$ cat src/include/aiu_pkg.sv
// shared constants and types for the add-immediate / add-file datapath
package aiu_pkg;

    // =====================================================================
    // opcode fields
    // =====================================================================
    localparam logic [7:0]  ADD_IMM_OPC     = 8'h0f;
    localparam logic [5:0]  ADD_FILE_OPC    = 6'h09;
    localparam int          OPC_HI_POS      = 8;
    localparam int          FILE_OPC_POS    = 10;
    localparam int          DEST_BIT_POS    = 9;
    localparam int          ACC_BIT_POS     = 8;

    // =====================================================================
    // addressing
    // =====================================================================
    localparam logic [7:0]  INDEXED_LIMIT   = 8'h5f;
    localparam logic [7:0]  ACCESS_SPLIT    = 8'h80;
    localparam logic [3:0]  ACCESS_HI_BANK  = 4'hf;
    localparam logic [3:0]  ACCESS_LO_BANK  = 4'h0;
    localparam logic [7:0]  ACCUM_RESET     = 8'h00;

    // =====================================================================
    // status flag positions
    // =====================================================================
    localparam int          FLAG_CARRY      = 0;
    localparam int          FLAG_DIGIT      = 1;
    localparam int          FLAG_ZERO       = 2;
    localparam int          FLAG_FAULT      = 3;
    localparam int          FLAG_NEG        = 4;

    // four phases of one instruction cycle, gray along the path
    typedef enum logic [1:0] {
        AIU_PH_DECODE = 2'b00,
        AIU_PH_READ   = 2'b01,
        AIU_PH_CALC   = 2'b11,
        AIU_PH_WRITE  = 2'b10
    } aiu_phase_t;

    typedef enum logic [1:0] {
        AIU_OP_NONE = 2'b00,
        AIU_OP_IMM  = 2'b01,
        AIU_OP_FILE = 2'b10
    } aiu_op_t;

    // data memory request
    typedef struct packed {
        logic        rd;
        logic        wr;
        logic [11:0] addr;
        logic [7:0]  wdata;
    } aiu_mem_req_t;

    typedef struct packed {
        logic neg;
        logic fault;
        logic zero;
        logic digit;
        logic carry;
    } aiu_flags_t;

endpackage : aiu_pkg

$ cat src/rtl/aiu_adder.sv
// 8-bit adder with status flag generation
`timescale 1ns/1ps
module aiu_adder (
    input  wire logic [7:0]        i_a,
    input  wire logic [7:0]        i_b,
    output logic      [7:0]        o_sum,
    output aiu_pkg::aiu_flags_t    o_flags
);
    logic [4:0] low_nib;
    logic [8:0] full;

    always_comb begin
        low_nib         = {1'b0, i_a[3:0]} + {1'b0, i_b[3:0]};
        full            = {1'b0, i_a} + {1'b0, i_b};
        o_sum           = full[7:0];
        o_flags.carry   = full[8];
        o_flags.digit   = low_nib[4];
        o_flags.zero    = (full[7:0] == 8'h00);
        o_flags.neg     = full[7];
        o_flags.fault   = (i_a[7] == i_b[7]) && (full[7] != i_a[7]);
    end

endmodule : aiu_adder

$ cat src/rtl/aiu_core.sv
// four-phase datapath for the add-immediate and add-to-file instructions
// Functional notes
// RULE1: add_immediate_to_accum (0000 1111 kkkk kkkk) adds the literal to the accumulator and sets all five flags.
// RULE2: add_accum_to_file_reg (0010 01da ffff ffff) adds the accumulator to the data byte and sets all five flags.
// RULE3: destination bit clear writes the sum to the accumulator, set writes it back to the data byte.
// RULE4: access bit clear resolves the address in the fixed access bank, ignoring the bank select register.
// RULE5: access bit set uses the bank_select_register to pick the general_purpose_register bank.
// RULE6: extended set enabled, access bit clear and address at most 5Fh selects indexed literal-offset addressing.
// RULE7: each instruction takes one four-phase cycle: decode, operand read, arithmetic, writeback.
`timescale 1ns/1ps
module aiu_core (
    input  wire logic                  i_sys_clk,
    input  wire logic                  i_rstn,
    input  wire logic                  i_instr_valid,
    input  wire logic [15:0]           i_instr,
    input  wire logic [3:0]            i_bank_select_register,
    input  wire logic                  i_ext_set_en,
    input  wire logic [11:0]           i_index_base,
    input  wire logic [7:0]            i_mem_rdata,
    output aiu_pkg::aiu_mem_req_t      o_mem,
    output logic                       o_instr_ready,
    output logic                       o_done,
    output logic                       o_unsupported,
    output logic [7:0]                 o_accum,
    output aiu_pkg::aiu_flags_t        o_flags
);
    // =====================================================================
    // state
    // =====================================================================
    aiu_pkg::aiu_phase_t    phase_reg,   phase_next;
    aiu_pkg::aiu_op_t       op_reg,      op_next;
    logic [15:0]            instr_reg,   instr_next;
    logic [7:0]             operand_reg, operand_next;
    logic [7:0]             sum_reg,     sum_next;
    logic [11:0]            addr_reg,    addr_next;
    logic [7:0]             accum_reg,   accum_next;
    aiu_pkg::aiu_flags_t    flags_reg,   flags_next;
    aiu_pkg::aiu_flags_t    calc_flags;
    aiu_pkg::aiu_mem_req_t  mem_reg,     mem_next;
    logic                   done_reg,    done_next;
    logic                   unsup_reg,   unsup_next;
    logic [7:0]             calc_sum;
    logic [7:0]             faddr;
    logic                   dest_bit;
    logic                   acc_bit;

    assign faddr    = instr_reg[7:0];
    assign dest_bit = instr_reg[aiu_pkg::DEST_BIT_POS];
    assign acc_bit  = instr_reg[aiu_pkg::ACC_BIT_POS];

    aiu_adder aiu_adder_inst (
        .i_a     (accum_reg),
        .i_b     (operand_reg),
        .o_sum   (calc_sum),
        .o_flags (calc_flags)
    );

    // =====================================================================
    // next-state logic
    // =====================================================================
    always_comb begin
        phase_next   = phase_reg;
        op_next      = op_reg;
        instr_next   = instr_reg;
        operand_next = operand_reg;
        sum_next     = sum_reg;
        addr_next    = addr_reg;
        accum_next   = accum_reg;
        flags_next   = flags_reg;
        mem_next     = '0;
        done_next    = 1'b0;
        unsup_next   = 1'b0;
        unique case (phase_reg)
            aiu_pkg::AIU_PH_DECODE: begin
                if (i_instr_valid) begin
                    instr_next = i_instr;
                    if (i_instr[15:aiu_pkg::OPC_HI_POS] == aiu_pkg::ADD_IMM_OPC) begin
                        op_next    = aiu_pkg::AIU_OP_IMM; // RULE1
                        phase_next = aiu_pkg::AIU_PH_READ; // RULE7
                    end else if (i_instr[15:aiu_pkg::FILE_OPC_POS] == aiu_pkg::ADD_FILE_OPC) begin
                        op_next    = aiu_pkg::AIU_OP_FILE; // RULE2
                        phase_next = aiu_pkg::AIU_PH_READ;
                    end else begin
                        op_next    = aiu_pkg::AIU_OP_NONE;
                        unsup_next = 1'b1;
                    end
                end
            end
            aiu_pkg::AIU_PH_READ: begin
                if (op_reg == aiu_pkg::AIU_OP_IMM) begin
                    operand_next = faddr; // RULE1
                end else begin
                    if (i_ext_set_en && !acc_bit && faddr <= aiu_pkg::INDEXED_LIMIT) begin
                        addr_next = i_index_base + {4'h0, faddr}; // RULE6
                    end else if (!acc_bit) begin
                        addr_next = {(faddr < aiu_pkg::ACCESS_SPLIT) ? aiu_pkg::ACCESS_LO_BANK
                                                                     : aiu_pkg::ACCESS_HI_BANK, faddr}; // RULE4
                    end else begin
                        addr_next = {i_bank_select_register, faddr}; // RULE5
                    end
                    mem_next.rd   = 1'b1;
                    mem_next.addr = addr_next; // RULE2
                end
                phase_next = aiu_pkg::AIU_PH_CALC;
            end
            aiu_pkg::AIU_PH_CALC: begin
                if (op_reg == aiu_pkg::AIU_OP_FILE) begin
                    operand_next = i_mem_rdata; // RULE2
                end
                phase_next = aiu_pkg::AIU_PH_WRITE;
            end
            aiu_pkg::AIU_PH_WRITE: begin
                sum_next   = calc_sum;
                flags_next = calc_flags; // RULE1 RULE2
                if (op_reg == aiu_pkg::AIU_OP_FILE && dest_bit) begin
                    mem_next.wr    = 1'b1; // RULE3
                    mem_next.addr  = addr_reg;
                    mem_next.wdata = calc_sum;
                end else begin
                    accum_next = calc_sum; // RULE3
                end
                done_next  = 1'b1;
                phase_next = aiu_pkg::AIU_PH_DECODE; // RULE7
            end
        endcase
    end

    // =====================================================================
    // registers
    // =====================================================================
    always_ff @(posedge i_sys_clk or negedge i_rstn) begin
        if (!i_rstn) begin
            phase_reg   <= aiu_pkg::AIU_PH_DECODE;
            op_reg      <= aiu_pkg::AIU_OP_NONE;
            instr_reg   <= 16'h0000;
            operand_reg <= 8'h00;
            sum_reg     <= 8'h00;
            addr_reg    <= 12'h000;
            accum_reg   <= aiu_pkg::ACCUM_RESET;
            flags_reg   <= '0;
            mem_reg     <= '0;
            done_reg    <= 1'b0;
            unsup_reg   <= 1'b0;
        end else begin
            phase_reg   <= phase_next;
            op_reg      <= op_next;
            instr_reg   <= instr_next;
            operand_reg <= operand_next;
            sum_reg     <= sum_next;
            addr_reg    <= addr_next;
            accum_reg   <= accum_next;
            flags_reg   <= flags_next;
            mem_reg     <= mem_next;
            done_reg    <= done_next;
            unsup_reg   <= unsup_next;
        end
    end

    assign o_mem         = mem_reg;
    assign o_instr_ready = (phase_reg == aiu_pkg::AIU_PH_DECODE);
    assign o_done        = done_reg;
    assign o_unsupported = unsup_reg;
    assign o_accum       = accum_reg;
    assign o_flags       = flags_reg;
endmodule : aiu_core

$ cat config.mk
export PLATFORM = sky130hd
export DESIGN_NAME = aiu_core
export DESIGN_NICKNAME = d
export VERILOG_FILES = /design/src/include/aiu_pkg.sv /design/src/rtl/aiu_adder.sv /design/src/rtl/aiu_core.sv
export SDC_FILE = /design/constraint.sdc
export NUM_CORES = 1
export LEC_CHECK = 0
export BUFFER_PORTS_ARGS = -buffer_cell sky130_fd_sc_hd__clkbuf_2
export CAP_MARGIN = 5
export CORE_MARGIN = 3
export CORE_UTILIZATION = 33
export CTS_BUF_LIST = sky130_fd_sc_hd__clkbuf_4 sky130_fd_sc_hd__clkbuf_8 sky130_fd_sc_hd__clkbuf_16
export CTS_CLUSTER_SIZE = 40
export DETAILED_ROUTE_END_ITERATION = 8
export PLACE_DENSITY_LB_ADDON = 0.08
export RECOVER_POWER = 50
export REMOVE_ABC_BUFFERS = 1
export SLEW_MARGIN = 40
export SYNTH_ARGS = -nofsm -noshare
export SYNTH_HDL_FRONTEND = slang
export SYNTH_SLANG_ARGS = --single-unit
$ cat constraint.sdc
create_clock -name i_sys_clk -period 6.5 [get_ports i_sys_clk]
set_input_delay 0.975 -clock i_sys_clk [delete_from_list [all_inputs] [get_ports i_sys_clk]]
set_output_delay 0.975 -clock i_sys_clk [all_outputs]
set_load 0.01 [all_outputs]
==> implementation parameters <==
Parameter                              Value

Setup path
  Critical Path AT ... 2890 ps
  Startpoint class of the critical path ... input port
  Classification of the worst setup path ... in -> reg
  Endpoint type of the worst setup path ... register
  Worst flop-to-flop path startpoint ... instr_reg[0]
  Startpoint of the most critical setup path ... i_index_base[0]
  Critical path data required time ... 6740 ps
  Highest net fanout along the worst path ... 3

Cells and area
  Fraction of layout instances using a drive strength above 1 ... 24.49%
  Leading cell types in the layout, fill and taps excluded ... sky130_fd_sc_hd__dfrtp_1 (71), sky130_fd_sc_hd__clkbuf_2 (69), sky130_fd_sc_hd__nand2_1 (53)
  Finished Core Util ... 41.91%
  Non-filler instance count after layout ... 573
  Layout Area Growth over Synthesis ... 21.80%
  Final net count ... 499
  Number of inserted diodes ... 0
  Flip-flop count of the largest register, all copies and words added ... 22
  Most frequent standard cell in the layout excluding fill and tap cells ... sky130_fd_sc_hd__dfrtp_1

Floorplan
  Total Die Area ... 12250 um^2
  Vertical die dimension ... 110.7 um
  Initial standard-cell utilization of the core ... 34.41%
  Std cell rows ... 37
  Core Footprint ... 10510 um^2
  Horiz. Die Dim ... 110.7 um
  I/O pin count ... 82

Pwr
  Static power due to leakage ... 0.002100 uW
  Power Density ... 515.4 nW/um^2
  VDD IR-drop max ... 0.0001774 V

Synthesis
  Post-synthesis cell type with the largest combined area ... sky130_fd_sc_hd__dfrtp_1
  Async SR Flop Fraction ... 100.0%
  Number of flops mapped to enable cells by yosys ... 0
  Complex-gate fraction of the synthesized area ... 16.37%
  Gate Count Post-Synth ... 352
  Synth cell types ... 44
  Prevailing post-synth register cell ... sky130_fd_sc_hd__dfrtp_1
  Area share of xor/xnor cells in the synthesized design ... 3.149%
  Dominant combinational cell family by area after synthesis ... compound AO/OA/AOI/OAI gates
  Seq/Total Area, Yosys ... 49.13%
  Flip-flop and latch count after synthesis ... 71
  Share of Yosys cell area claimed by the top area cell type ... 49.13%
  Netlist area before placement ... 3616 um^2
  Share of synthesized cell area in full adder, half adder and majority cells ... 8.028%
  Multiplexer share of the synthesized area ... 7.336%
  Mean instance size in the synthesized netlist ... 10.27 um^2
  Synth Area in Simple Gates ... 13.74%
  Synth warnings ... 0
  Top post-synthesis cells by area ... sky130_fd_sc_hd__dfrtp_1 (49%), sky130_fd_sc_hd__ha_1 (6.9%), sky130_fd_sc_hd__nand2_1 (5.5%)

Global routing
  Largest net degree at the start of global routing ... 72
  First-pass GRT wire length ... 14.68 mm
  Antenna violations before repair ... 0
  Vias in the first global route ... 2797
  GR Util All Layers ... 15.01%
  Overflow left after global routing ... 0

Route
  Wire per inst ... 15.49 um
  Drt total wl ... 8.874 mm
  Pre-Repair DR Iteration Count ... 4
  Vias/cell ... 4.871
  Antenna viol nets, final ... 0
  First-iteration detailed-routing DRC count ... 100
  Total number of vias ... 2791
  Total DRC errors in the routed layout ... 0

Timing
  Final count of negative-setup-slack endpoints ... 0
  Final Cycle Share ... 40.82%
  Max Slew Vio Count ... 0
  Highest attainable clock frequency ... 376.9 MHz
  Tightest Pin Transition ... 726.8 ps
  Fin. Hold Viols ... 0
  Setup TNS ... 0 ps
  Unrepaired setup endpoints after global routing ... false
  Headroom to the max-slew limit ... 51.43%
  Hold Worst Slack ... 471.8 ps
  Setup skew after layout ... 16.46 ps
  Final min period ... 2653 ps

Placement
  Detail Placement HPWL ... 6.474 mm
  Placer's final routability congestion estimate ... 0.7438
  Buffers on Ports ... 81
  Post-Place Cells ... 558

Worst hold path
  Worst hold start ... addr_reg[8]
  Worst hold-check path type ... reg -> reg

Clocking
  Root cell of the clock tree ... sky130_fd_sc_hd__clkbuf_8
  # Post-CTS Setup Buffers ... 0
  Count of clock tree sinks ... 71
  Number of H-tree levels ... 3
  Buffer depth of the longest clock path ... 2
  CTS tree ... built
  Clock insertion delay at the later pin of the skew report ... 340 ps
  Clock slew at reported path FFs ... 80 ps
  Hold buffer count at CTS ... 0
  Inserted Clock Buffers ... 9
  Number of cells upsized or downsized after cts ... 0

Outcome
  Run status ... finished clean

Job
  Number of maximum-capacitance constraint violations ... 0
[critical path, cell delays in order]
cell and delay [ps]:
sky130_fd_sc_hd__clkbuf_2 80, sky130_fd_sc_hd__ha_1 210, sky130_fd_sc_hd__fa_1 400, sky130_fd_sc_hd__a21oi_1 320
sky130_fd_sc_hd__o211ai_1 190, sky130_fd_sc_hd__a21boi_1 190, sky130_fd_sc_hd__mux2i_1 200, sky130_fd_sc_hd__a21oi_1 100
sky130_fd_sc_hd__o21a_1 210
[cell families after synthesis]
kind of cell,Yosys count
adder cells (fa/ha/maj),22
AND/OR/NAND/NOR,110
multiplexers,25
buffers and inverters,20
XOR/XNOR,13
AO/OA/AOI/OAI,91
flip-flops,71
[cell usage after synthesis, types with 5 or more instances]
library cell and instances:
sky130_fd_sc_hd__a21boi_1 5, sky130_fd_sc_hd__a21oi_1 21, sky130_fd_sc_hd__a21oi_2 5, sky130_fd_sc_hd__and2_1 5
sky130_fd_sc_hd__and3_1 5, sky130_fd_sc_hd__buf_2 5, sky130_fd_sc_hd__clkbuf_1 6, sky130_fd_sc_hd__dfrtp_1 71
sky130_fd_sc_hd__ha_1 20, sky130_fd_sc_hd__inv_1 8, sky130_fd_sc_hd__mux2_2 12, sky130_fd_sc_hd__mux2i_1 13
sky130_fd_sc_hd__nand2_1 53, sky130_fd_sc_hd__nand3_1 10, sky130_fd_sc_hd__nor2_1 22, sky130_fd_sc_hd__o21ai_0 24
sky130_fd_sc_hd__o21ai_1 6, sky130_fd_sc_hd__o31ai_1 5, sky130_fd_sc_hd__xnor2_1 11
[stage by stage]
step	worst slack [ps]	area, um^2	power [uW]
after floorplan	3863	3568	1499
after global placement	3533	4146	1806
after detailed placement	3510	4156	1823
after CTS	3884	4423	2313
after global routing	3687	4404	2468
final	3847	4404	2270
[cell type report]
class / count / area, um^2
Clock buffer: 10 / 137.6
Clock inverter: 5 / 128.9
Fill cell: 1066 / 6105
Inverter: 9 / 33.78
Multi-Input combinational cell: 261 / 1759
Sequential cell: 71 / 1777
Tap cell: 136 / 170.2
Timing Repair Buffer: 81 / 397.9
[worst paths after layout]
kind                       cells after the start           to  slack (ps)
max reg2reg                                    8    o_mem[16]        4120
min in group asynchronous                      1    o_mem[19]         620
max in group asynchronous                      1  addr_reg[5]        5380
max                                            9    o_mem[16]        3850
min reg2reg                                    1  addr_reg[8]         470
min                                            1  addr_reg[8]         470
[metal layers]
| layer | track usage [%] | vias to the layer above | share of wire [%] |
|---|---|---|---|
| li1 | - | 1403 | - |
| met5 | 0 | - | 0 |
| met1 | 21.79 | 1315 | 51 |
| met4 | 5.172 | 0 | 1.3 |
| met2 | 21.80 | 64 | 43 |
| met3 | 3.657 | 9 | 4.5 |
[where the power goes]
group / switching, uW / internal [uW] / total [uW]
Combinational: 616 / 451 / 1070
Clock: 174 / 304 / 478
Sequential: 123 / 603 / 726
Total: 912 / 1360 / 2270
Note: power is estimated with default switching activity, not from simulation.
